===== config.mk =====
export PLATFORM = sky130hd
export DESIGN_NAME = mac_address_hash_filter
export DESIGN_NICKNAME = d
export VERILOG_FILES = /design/src/hw/mac_filter_pkg.sv /design/src/hw/mac_address_hash_filter.sv
export SDC_FILE = /design/constraint.sdc
export NUM_CORES = 1
export LEC_CHECK = 0
export ABC_AREA = 1
export BUFFER_PORTS_ARGS = -buffer_cell sky130_fd_sc_hd__buf_2
export CORE_AREA = 2 2 138 140
export CTS_CLUSTER_SIZE = 10
export DETAILED_ROUTE_END_ITERATION = 12
export DIE_AREA = 0 0 140 142
export PLACE_DENSITY = 0.82
export SYNTH_ARGS = -nofsm -noshare
export SYNTH_HDL_FRONTEND = slang
export SYNTH_SLANG_ARGS = --single-unit

===== constraint.sdc =====
create_clock -name clk_i -period 2.47 [get_ports clk_i]
set_clock_uncertainty 0.1 [all_clocks]
set_input_delay 0 -clock clk_i [delete_from_list [all_inputs] [get_ports clk_i]]
set_output_delay 0 -clock clk_i [all_outputs]
set_load 0.01 [all_outputs]

===== src/hw/mac_filter_pkg.sv =====
// Constants, types and register map of the station address and group hash filter
package mac_filter_pkg;

    // ========================================================================
    // Register indices (byte address is four times the index)
    localparam logic [2:0] IDX_FILTER_STATUS      = 3'h0;
    localparam logic [2:0] IDX_FILTER_CTRL        = 3'h1;
    localparam logic [2:0] IDX_STATION_ADDR_UPPER = 3'h2;
    localparam logic [2:0] IDX_STATION_ADDR_LOWER = 3'h3;
    localparam logic [2:0] IDX_GROUP_HASH_UPPER   = 3'h4;
    localparam logic [2:0] IDX_GROUP_HASH_LOWER   = 3'h5;

    // ========================================================================
    // Reset values
    localparam logic [15:0] STATION_UPPER_RST = 16'h0fff;
    localparam logic [31:0] STATION_LOWER_RST = 32'h0fff_ffff;
    localparam logic [31:0] GROUP_HASH_RST    = 32'h0000_0000;

    // ========================================================================
    // Field positions
    localparam int CTRL_ACCEPT_ALL_BIT  = 0;
    localparam int STAT_LOAD_DONE_BIT   = 0;
    localparam int STAT_LOADED_BIT      = 1;
    localparam int STAT_HASH_IDX_LSB    = 8;
    localparam int STAT_HASH_IDX_W      = 6;
    localparam int STATION_UPPER_W      = 16;

    // ========================================================================
    // Serial memory layout and address matching
    localparam logic [7:0] MEM_FIRST_LOC = 8'h01;
    localparam logic [7:0] MEM_LAST_LOC  = 8'h06;
    localparam logic [2:0] ADDR_BYTES    = 3'h6;

    // ========================================================================
    // Frame check sequence
    localparam logic [31:0] CRC_INIT = 32'hffff_ffff;
    localparam logic [31:0] CRC_POLY = 32'hedb8_8320;

    typedef enum logic [3:0] {
        LD_WAIT = 4'b0001,
        LD_REQ  = 4'b0010,
        LD_RSP  = 4'b0100,
        LD_DONE = 4'b1000
    } load_state_e;

    typedef struct packed {
        logic       done;
        logic       station_match;
        logic       is_group;
        logic       group_accept;
        logic [5:0] hash_index;
    } rx_result_s;

endpackage : mac_filter_pkg


===== src/hw/mac_address_hash_filter.sv =====
// Station address, group hash table, power-on loader and receive address filter
// ============================================================================
// Functional notes
// - Upper station register keeps address bits 47:32 in bits 15:0; 31:16 read zero.
// - Lower station register keeps address bits 31:0 over its whole width.
// - At power-on load both address registers only if programmed memory is detected.
// - Upper bits 7:0 come from location 0x05, bits 15:8 from 0x06.
// - Lower register filled bytewise from 0x01 (bits 7:0) up to 0x04 (31:24).
// - Lower bits 7:0 match first received byte; upper bits 15:8 the sixth.
// - Address contents are not relied on until the power-on load has finished.
// - Six-bit index: top bit picks table register, low five pick the bit.
// - Index 00000 picks lower bit 0; 11111 with high bit picks upper bit 31.
// - Multicast frame accepted when selected hash bit is 1, rejected when 0.
// - Pass-all-multicast control accepts every multicast frame regardless of table.
// - Hash table is two 32-bit registers: upper 63:32, lower 31:0.
// - Both hash registers clear to zero at reset.
`timescale 1ns/100ps

module mac_address_hash_filter
    import mac_filter_pkg::*;
#(
    parameter int ADR_W = 5
)(
    input  wire logic              clk_i,
    input  wire logic              rst_i,
    // Wishbone classic slave
    input  wire logic              cyc_i,
    input  wire logic              stb_i,
    input  wire logic              we_i,
    input  wire logic [ADR_W-1:0]  adr_i,
    input  wire logic [3:0]        sel_i,
    input  wire logic [31:0]       dat_i,
    output logic      [31:0]       dat_o,
    output logic                   ack_o,
    // Serial memory controller
    input  wire logic              mem_ready_i,
    input  wire logic              mem_present_i,
    output logic                   mem_req_o,
    output logic      [7:0]        mem_addr_o,
    input  wire logic              mem_valid_i,
    input  wire logic [7:0]        mem_data_i,
    // Receive destination address bytes
    input  wire logic              rx_start_i,
    input  wire logic              rx_valid_i,
    input  wire logic [7:0]        rx_data_i,
    output rx_result_s             result_o,
    output logic                   load_done_o
);

    // ========================================================================
    // Elaboration check
    if (ADR_W < 5)
    begin : g_bad_adr
        $error("ADR_W must cover six word registers");
    end

    // ========================================================================
    // Declarations
    logic [15:0]       station_upper_q;
    logic [31:0]       station_lower_q;
    logic [31:0]       group_hash_upper_q;
    logic [31:0]       group_hash_lower_q;
    logic              accept_all_group_q;
    logic              ack_q;
    logic [31:0]       dat_q;
    load_state_e       ld_state_q;
    logic [7:0]        ld_addr_q;
    logic              mem_req_q;
    logic              load_done_q;
    logic              loaded_q;
    logic [2:0]        rx_cnt_q;
    logic [31:0]       crc_q;
    logic              match_q;
    logic              group_q;
    rx_result_s        result_q;
    logic [5:0]        last_idx_q;
    logic [ADR_W-3:0]  reg_idx;
    logic              bus_req;
    logic              bus_wr;
    logic [31:0]       rd_mux;
    logic [31:0]       crc_n;
    logic [31:0]       crc_final;
    logic [5:0]        hash_idx;
    logic              hash_bit;
    logic [47:0]       station_all;
    logic [7:0]        station_byte;
    logic              byte_ok;
    logic              first_group;

    // ========================================================================
    // Frame check sequence, one byte, least significant bit first
    function automatic logic [31:0] crc_byte(input logic [31:0] crc_in, input logic [7:0] data);
        logic [31:0] c;
        c = crc_in;
        for (int b = 0; b < 8; b++)
        begin
            if (c[0] ^ data[b])
            begin
                c = (c >> 1) ^ CRC_POLY;
            end
            else
            begin
                c = c >> 1;
            end
        end
        return c;
    endfunction : crc_byte

    // ========================================================================
    // Bus decode
    assign reg_idx = adr_i[ADR_W-1:2];
    assign bus_req = cyc_i && stb_i;
    // Write lands on the edge where the master sees ack
    assign bus_wr  = bus_req && we_i && ack_q;

    always_comb
    begin
        rd_mux = 32'h0000_0000;
        case (reg_idx)
            (ADR_W-2)'(IDX_FILTER_STATUS):
            begin
                rd_mux[STAT_LOAD_DONE_BIT] = load_done_q;
                rd_mux[STAT_LOADED_BIT]    = loaded_q;
                rd_mux[STAT_HASH_IDX_LSB +: STAT_HASH_IDX_W] = last_idx_q;
            end
            (ADR_W-2)'(IDX_FILTER_CTRL):        rd_mux[CTRL_ACCEPT_ALL_BIT] = accept_all_group_q;
            (ADR_W-2)'(IDX_STATION_ADDR_UPPER): rd_mux[STATION_UPPER_W-1:0] = station_upper_q;
            (ADR_W-2)'(IDX_STATION_ADDR_LOWER): rd_mux = station_lower_q;
            (ADR_W-2)'(IDX_GROUP_HASH_UPPER):   rd_mux = group_hash_upper_q;
            (ADR_W-2)'(IDX_GROUP_HASH_LOWER):   rd_mux = group_hash_lower_q;
            // Unmapped words answer with zero
            default:                            rd_mux = 32'h0000_0000;
        endcase
    end

    // ========================================================================
    // Bus answer: one ack per request, dropped the cycle after
    always_ff @(posedge clk_i)
    begin
        if (rst_i)
        begin
            ack_q <= 1'b0;
            dat_q <= 32'h0000_0000;
        end
        else
        begin
            ack_q <= bus_req && !ack_q;
            if (bus_req && !ack_q)
            begin
                dat_q <= rd_mux;
            end
        end
    end

    // ========================================================================
    // Control register
    always_ff @(posedge clk_i)
    begin
        if (rst_i)
        begin
            accept_all_group_q <= 1'b0;
        end
        else if (bus_wr && reg_idx == (ADR_W-2)'(IDX_FILTER_CTRL) && sel_i[0])
        begin
            accept_all_group_q <= dat_i[CTRL_ACCEPT_ALL_BIT];
        end
    end

    // ========================================================================
    // Group hash table
    always_ff @(posedge clk_i)
    begin
        if (rst_i)
        begin
            group_hash_upper_q <= GROUP_HASH_RST;
            group_hash_lower_q <= GROUP_HASH_RST;
        end
        else if (bus_wr)
        begin
            for (int b = 0; b < 4; b++)
            begin
                if (sel_i[b] && reg_idx == (ADR_W-2)'(IDX_GROUP_HASH_UPPER))
                begin
                    group_hash_upper_q[8*b +: 8] <= dat_i[8*b +: 8];
                end
                if (sel_i[b] && reg_idx == (ADR_W-2)'(IDX_GROUP_HASH_LOWER))
                begin
                    group_hash_lower_q[8*b +: 8] <= dat_i[8*b +: 8];
                end
            end
        end
    end

    // ========================================================================
    // Power-on loader
    always_ff @(posedge clk_i)
    begin
        if (rst_i)
        begin
            ld_state_q  <= LD_WAIT;
            ld_addr_q   <= MEM_FIRST_LOC;
            mem_req_q   <= 1'b0;
            load_done_q <= 1'b0;
            loaded_q    <= 1'b0;
        end
        else
        begin
            mem_req_q <= 1'b0;
            case (ld_state_q)
                LD_WAIT:
                begin
                    if (mem_ready_i)
                    begin
                        if (mem_present_i)
                        begin
                            ld_state_q <= LD_REQ;
                        end
                        else
                        begin
                            ld_state_q  <= LD_DONE;
                            load_done_q <= 1'b1;
                        end
                    end
                end
                LD_REQ:
                begin
                    mem_req_q  <= 1'b1;
                    ld_state_q <= LD_RSP;
                end
                LD_RSP:
                begin
                    if (mem_valid_i)
                    begin
                        if (ld_addr_q == MEM_LAST_LOC)
                        begin
                            ld_state_q  <= LD_DONE;
                            load_done_q <= 1'b1;
                            loaded_q    <= 1'b1;
                        end
                        else
                        begin
                            ld_addr_q  <= ld_addr_q + 8'h01;
                            ld_state_q <= LD_REQ;
                        end
                    end
                end
                LD_DONE:
                begin
                    ld_state_q <= LD_DONE;
                end
                default:
                begin
                    ld_state_q <= LD_WAIT;
                end
            endcase
        end
    end

    // ========================================================================
    // Station address; host writes held off until the load is over
    always_ff @(posedge clk_i)
    begin
        if (rst_i)
        begin
            station_upper_q <= STATION_UPPER_RST;
            station_lower_q <= STATION_LOWER_RST;
        end
        else if (ld_state_q == LD_RSP && mem_valid_i)
        begin
            case (ld_addr_q)
                8'h01:   station_lower_q[7:0]   <= mem_data_i;
                8'h02:   station_lower_q[15:8]  <= mem_data_i;
                8'h03:   station_lower_q[23:16] <= mem_data_i;
                8'h04:   station_lower_q[31:24] <= mem_data_i;
                8'h05:   station_upper_q[7:0]   <= mem_data_i;
                8'h06:   station_upper_q[15:8]  <= mem_data_i;
                default: station_upper_q        <= station_upper_q;
            endcase
        end
        else if (bus_wr && load_done_q)
        begin
            for (int b = 0; b < 4; b++)
            begin
                if (sel_i[b] && reg_idx == (ADR_W-2)'(IDX_STATION_ADDR_LOWER))
                begin
                    station_lower_q[8*b +: 8] <= dat_i[8*b +: 8];
                end
                if (b < 2 && sel_i[b] && reg_idx == (ADR_W-2)'(IDX_STATION_ADDR_UPPER))
                begin
                    station_upper_q[8*b +: 8] <= dat_i[8*b +: 8];
                end
            end
        end
    end

    // ========================================================================
    // Receive path: CRC, station compare and hash lookup
    assign station_all  = {station_upper_q, station_lower_q};
    assign station_byte = station_all[8*rx_cnt_q +: 8];
    assign byte_ok      = (rx_data_i == station_byte);
    assign first_group  = (rx_cnt_q == 3'h0) ? rx_data_i[0] : group_q;
    assign crc_n        = crc_byte(crc_q, rx_data_i);
    assign crc_final    = ~crc_n;
    assign hash_idx     = crc_final[31:26];
    // Top index bit picks the register, the other five the bit in it
    assign hash_bit     = hash_idx[5] ? group_hash_upper_q[hash_idx[4:0]]
                                      : group_hash_lower_q[hash_idx[4:0]];

    always_ff @(posedge clk_i)
    begin
        if (rst_i)
        begin
            rx_cnt_q   <= 3'h0;
            crc_q      <= CRC_INIT;
            match_q    <= 1'b1;
            group_q    <= 1'b0;
            result_q   <= '0;
            last_idx_q <= 6'h00;
        end
        else
        begin
            result_q.done <= 1'b0;
            if (rx_start_i)
            begin
                rx_cnt_q <= 3'h0;
                crc_q    <= CRC_INIT;
                match_q  <= 1'b1;
                group_q  <= 1'b0;
            end
            else if (rx_valid_i && rx_cnt_q < ADDR_BYTES)
            begin
                rx_cnt_q <= rx_cnt_q + 3'h1;
                crc_q    <= crc_n;
                match_q  <= match_q && byte_ok;
                group_q  <= first_group;
                if (rx_cnt_q == ADDR_BYTES - 3'h1)
                begin
                    result_q.done          <= 1'b1;
                    // Address is undefined until the load ends, so no match before
                    result_q.station_match <= match_q && byte_ok && load_done_q;
                    result_q.is_group      <= first_group;
                    result_q.group_accept  <= first_group && (accept_all_group_q || hash_bit);
                    result_q.hash_index    <= hash_idx;
                    last_idx_q             <= hash_idx;
                end
            end
        end
    end

    // ========================================================================
    // Outputs
    assign dat_o       = dat_q;
    assign ack_o       = ack_q;
    assign mem_req_o   = mem_req_q;
    assign mem_addr_o  = ld_addr_q;
    assign result_o    = result_q;
    assign load_done_o = load_done_q;

endmodule : mac_address_hash_filter


### Word-level counts from Yosys, hierarchy flattened

Index checks and enable logic that the tools add are counted.

* flip-flop bits (word level): 208
* input bits: 67
* output and inout bits: 53
* logic and storage cells: 190

* add/sub/neg operators: 2
* $lt $le $gt $ge: 2
* equal/unequal tests: 27
* shift-type cells: 1
* mux-type cells: 48
* bitwise logic cells: 20
* reduce and logical (&&, ||, !) cells: 59

Operators by type and width (count)
* two-way mux 32 bit: 10
* NOT 13 -> 14 bit: 8
* two-way mux 8 bit: 12
* case mux 16 bit (3 select lines): 1
* indexed part select 48 x 7 -> 8 bit: 1
* two-way mux 16 bit: 2
* NOT 32 bit: 1
* case mux 6 bit (5 select lines): 1
* AND reduction 3 bit: 9
* logical AND 1 bit: 26
* == test 8 x 3 -> 1 bit (second input constant): 3
* case mux 6 bit (4 select lines): 1
* AND reduction 2 bit: 9
* == test 8 x 2 -> 1 bit (second input constant): 2
* two-way mux 4 bit: 4
* case mux 4 bit (4 select lines): 1
* nonzero test 2 bit: 8
* binary-select mux 1 bit (select 5 bit): 2
* two-way mux 10 bit: 1
* != test 2 x 1 -> 1 bit (second input constant): 5
* != test 2 bit (second input constant): 5
* == test 3 bit (second input constant): 3
* two-way mux 1 bit: 9
* adder 8 x 1 -> 8 bit (second input constant): 1
* other kinds (23): 34

### Logic depth before layout (Yosys ltp)

* depth in word-level cells: 23
* mapped depth: 20
* depth with buffers taken out: 19

### Least setup slack after synthesis

OpenSTA, ideal clock, no wires.

* path type: register to register
* start: register crc_q[1]
* end: register result_q, in the netlist result_o[6]
* library setup time: 0.131 ns
* data arrival time: 1.836 ns
* data required time: 2.239 ns
* setup slack: 0.403 ns
* stages on the path, launching flop included: 20
* path buffers: 2
* period minus slack after synthesis: 2.067 ns
* path through: dfxtp_1 inv_2 nand2_2 nand2_4 nand2_2 nand2_4 nand2_4 nand2_4 nand2_2 and2_4 buf_6 buf_6 nand3_1 nand3_1 nand3_1 nand2_1 nand2_1 nand3_1 o21bai_2 a21oi_2

* cells in the longest elaborated chain, start to end: 16
* elaborated cells between the ends (all ways): 18
* classes of those cells: 13 x mux; 3 x bitwise; 2 x reduce/logical

RTL lines
* start, declared: line mac_address_hash_filter.sv:72 `logic [31:0] crc_q;`
* start signal, assigned: line mac_address_hash_filter.sv:333 `crc_q <= crc_n;`
* two-way mux 32 bit *: line mac_address_hash_filter.sv:97 `if (c[0] ^ data[b])`
* bitwise XOR 1 bit *: line mac_address_hash_filter.sv:97
* two-way mux 32 bit * (6 in series): line mac_address_hash_filter.sv:97
* bitwise XOR 1 bit *: line mac_address_hash_filter.sv:97
* two-way mux 32 bit *: line mac_address_hash_filter.sv:97
* NOT 32 bit *: line mac_address_hash_filter.sv:303 `assign crc_final = ~crc_n;`
* binary-select mux 1 bit (select 5 bit) (on tied branches): line mac_address_hash_filter.sv:307, mac_address_hash_filter.sv:306
* two-way mux 1 bit (on tied branches): line mac_address_hash_filter.sv:307, mac_address_hash_filter.sv:306
* two-way mux 1 bit *: line mac_address_hash_filter.sv:306 `assign hash_bit = hash_idx[5] ? group_hash_upper_q[hash_idx[4:0]]`
* logical OR 1 bit *: line mac_address_hash_filter.sv:342 `result_q.group_accept <= first_group && (accept_all_group_q || hash_bit);`
* logical AND 1 bit *: line mac_address_hash_filter.sv:342
* end, declared: line mac_address_hash_filter.sv:75 `rx_result_s result_q;`

Mark *: on every way between the ends. The rest lies on a longest branch, timed or not. The select of a mux whose other input is x is not followed.
A chain may end at the register's enable or synchronous reset.

### Worst setup path after layout

* start: register ld_state_q[0]
* end: register station_lower_q[18]

* cells in the longest elaborated chain, start to end: 4
* elaborated cells between the ends (all ways): 7
* classes of those cells: 2 x eq/ne; 1 x mux; 4 x reduce/logical

RTL lines
* start, declared: line mac_address_hash_filter.sv:66 `load_state_e ld_state_q;`
* start signal, assigned: line mac_address_hash_filter.sv:200 `ld_state_q <= LD_WAIT;`
* start signal, assigned: line mac_address_hash_filter.sv:216 `ld_state_q <= LD_REQ;`
* start signal, assigned: line mac_address_hash_filter.sv:220 `ld_state_q <= LD_DONE;`
* == test 4 x 3 -> 1 bit *: line mac_address_hash_filter.sv:268 `else if (ld_state_q == LD_RSP && mem_valid_i)`
* logical AND 1 bit *: line mac_address_hash_filter.sv:268
* != test 2 x 1 -> 1 bit (no line) or nonzero test 2 bit (tied branches)
* AND reduction 3 bit (no line)
* end signal, assigned: line mac_address_hash_filter.sv:273 `8'h03: station_lower_q[23:16] <= mem_data_i;`
* end signal, assigned by index: line mac_address_hash_filter.sv:286 `station_lower_q[8*b +: 8] <= dat_i[8*b +: 8];`
* end, declared: line mac_address_hash_filter.sv:60 `logic [31:0] station_lower_q;`

Mark *: on every way between the ends. The rest lies on a longest branch, timed or not.

==> run_results.csv <==
group,metric,value,unit
critical_path,crit_slowest_cell,"a211o_1",
cells_and_area,final_common_cell,"nand2_1",
place,dpl.cell_count,1848,
critical_path,slowest_delay,0.33,ns
outcome,status,"finished, violations left",
critical_path,critical_path.most_common_cell,"inv_1",
synthesis,synth_warnings,0,
cells_and_area,nNetsFinal,1794,
critical_path,worst-setup-path-type,"flop to flop",
clock_network,clock_path_buffers,3,
synthesis,synth_fa_ha_area_share,0.817,%
global_route,grt_pass1_vias,11041,
synthesis,ys_ff_latch,208,
detailed_routing,remaining_drc_errors,5,
worst_hold_path,hp-class,"input port to flop",
critical_path,cp_top_family,"simple AND/OR/NAND/NOR gates",
floorplanning,coreArea,18500,um2
clock_network,cts-root-buf,"clkbuf_16",
timing,max-slew-margin-rel,31.5,%
detailed_routing,vias,11663,
synthesis,synth_compound_area_share,24.8,%
timing,rsz0062_at_grt,"true",
timing,fin_crit,2.41,ns
critical_path,worst-path-buf-inv,4,
place,hpwl,26.0,mm
timing,final-setup-viol-count,0,
detailed_routing,drt_first_pass_iters,11,
critical_path,startpoint_type,"flop",
power_and_ir_drop,power.leakage,0.00595,uW
timing,worst_pin_slew,1.03,ns
outcome,violations,"DRC",
synthesis,synth_cell_types,46,
cells_and_area,stdcell_count,1958,
synthesis,synth-simple-area-share,20.8,%
cells_and_area,synthToLayoutAreaGrowth,23.4,%
floorplanning,die-area,19900,um2
timing,fin_crit_sh,97.7,%
timing,clock.fmax,414,MHz
critical_path,cp_max_fo,20,
synthesis,synth_top_family_by_area,"compound AO/OA/AOI/OAI gates",
critical_path,end_kind,"flop",
global_route,antenna_found_initial,0,
detailed_routing,vias_per_cell,5.96,
synthesis,synth_nets,1598,
floorplanning,die_w,140,um
floorplanning,start_util,58.1,%
critical_path,crit_chain,"nor2_1, inv_1, nor3_4, inv_1, nor2_2, buf_4, nand3_1, nand2_4, clkinvlp_4, a211o_1",
detailed_routing,wl,38.0,mm
timing,finalWorstSetupSlack,0.0566,ns
synthesis,seq_area_frac_synth,38.8,%
global_route,grtUsageTotal,36.9,%
clock_network,numClockSinks,208,
critical_path,cp.required,2.76,ns
cells_and_area,antenna_cells,0,
power_and_ir_drop,irDropWorstVdd,521,uV
synthesis,syn_area,10700,um2
timing,slew_violations,0,
synthesis,syn_inst,1524,
clock_network,clk_pin_slew_worst_paths,0.05,ns
synthesis,muxShareOfSynthArea,0,%
cells_and_area,final_cell_mix,"nand2_1 (289), dfxtp_1 (203), a21oi_1 (199)",
cells_and_area,layout-drive-gt1-share,17.1,%
synthesis,syn_area_per_cell,7.03,um2
clock_network,cts_tree,"yes",
run,drv_cap,0,
timing,hold_viol_final,0,
clock_network,clock_latency,0.52,ns
synthesis,synth_xor_area_share,4.41,%
floorplanning,rows,50,
cells_and_area,fin_area,13200,um2
floorplanning,pin_count,120,
global_route,overflow,0,
detailed_routing,ant_nets,0,
cells_and_area,fill_cells,1406,
floorplanning,die_h,142,um
place,port_buffers,117,
place,gp_congestion,1.01,
place,dpl-instance-area,11700,um2
clock_network,cts_buffers,25,
global_route,grt_start_max_net_pins,79,
global_route,grt_pass1_wl,58.1,mm
detailed_routing,drt_iter0_markers,1283,
detailed_routing,avgRoutedWirePerCell,19.4,um
critical_path,cp.arrival,2.71,ns
clock_network,htreeDepth,1,
power_and_ir_drop,power.density,640,nW/um2
place,dp_slack,0.0650,ns
-- power by group --
part           switching (uW)  total, uW  internal (uW)
registers                46.2       3470           3420
clock network            1350       3210           1850
logic                    1120       1800            675
total                    2520       8470           5950
-- repair_timing --
item,4_1_cts,5_1_grt
gates resized for setup,0,26
hold endpoints to repair,182,0
setup buffers,0,5
endpoints found under the setup margin,0,43
hold buffers,72,0
-- tightest hold or removal path, delay by kind of cell --
kind	cells	cell delay, ns
buf+inv	2	0.26
simple gates	2	0.20
compound gates	1	0.14
-- kinds of logic after synthesis --
logic type / Yosys count
and+or+nand+nor: 498
AOI/OAI and AO/OA: 486
xor gates and xnor gates: 51
adders and majority gates: 7
DFF: 208
buffers and inverters: 274
-- synth_stat cells (all sizes together) --
| cell type | n | area (um2) |
|---|---|---|
| a21oi | 200 | 1000 |
| a41oi | 1 | 8.76 |
| nor3 | 13 | 70.1 |
| clkbuf | 57 | 215 |
| nor2 | 55 | 221 |
| or2 | 5 | 31.3 |
| ha | 7 | 87.6 |
| a31oi | 7 | 43.8 |
| a221oi | 8 | 70.1 |
| nand2 | 330 | 1380 |
| a211o | 7 | 61.3 |
| and2 | 1 | 8.76 |
| nor4 | 5 | 61.3 |
| o211ai | 22 | 170 |
| o21bai | 1 | 11.3 |
| nand4 | 3 | 18.8 |
| xor2 | 40 | 369 |
| nand3 | 86 | 445 |
| o221ai | 15 | 131 |
| xnor2 | 11 | 104 |
| dfxtp | 208 | 4160 |
| inv | 190 | 716 |
| o2111ai | 2 | 17.5 |
| o22ai | 20 | 125 |
| o21ai | 203 | 1020 |
| clkinv | 5 | 18.8 |
| buf | 22 | 151 |
-- metrics by stage --
step                setup TNS [ns]  total power [uW]  utilization, %  hold slack [ns]
floorplan                        0              4610               -           0.0349
global placement                 0              5070            63.3            0.163
detailed placement               0              5100            63.3            0.171
CTS                              0              8340            70.8           0.0124
global route               -0.0817              8750            71.7           0.0822
finish                           0              8470            71.7           0.0329
-- sequential cells by signal (all words and copies together) (netlist names), 3 cells and up --
name / cells
station_lower_q: 32
station_upper_q: 16
ld_state_q: 4
crc_q: 32
rx_cnt_q: 3
group_hash_upper_q: 32
result_o: 4
dat_o: 32
group_hash_lower_q: 32
last_idx_q: 6
mem_addr_o: 8
-- final cells by class --
class	instances	area [um2]	share of cell area (%)
Tap cell	234	293	2.21
Sequential cell	208	4170	31.5
Inverter	195	738	5.58
Clock inverter	1	7.51	0.0567
Timing Repair inverter	1	7.51	0.0567
Clock buffer	30	664	5.02
Timing Repair Buffer	246	1800	13.6
Multi-Input combinational cell	1043	5550	41.9
-- routing by layer --
metal	wire length (um)	GRT usage [%]
met4	2480	19.9
met1	14100	45.5
met3	4370	7.67
met5	0	0
met2	17000	61.2
-- path summary, 6_finish.rpt --
kind / to / from / slack [ns] / depth (start not counted)
max: station_lower_q[18]$_SDFFE_PP1P_ / ld_state_q[0]$_SDFFE_PP1P_ / 0.06 / 10
min: group_hash_upper_q[23]$_SDFFE_PP0P_ / we_i / 0.03 / 5
max reg2reg: station_lower_q[18]$_SDFFE_PP1P_ / ld_state_q[0]$_SDFFE_PP1P_ / 0.06 / 10
min reg2reg: dat_o[21]$_SDFFE_PP0P_ / dat_o[21]$_SDFFE_PP0P_ / 0.36 / 2
Power figures use the tool's default switching activity.
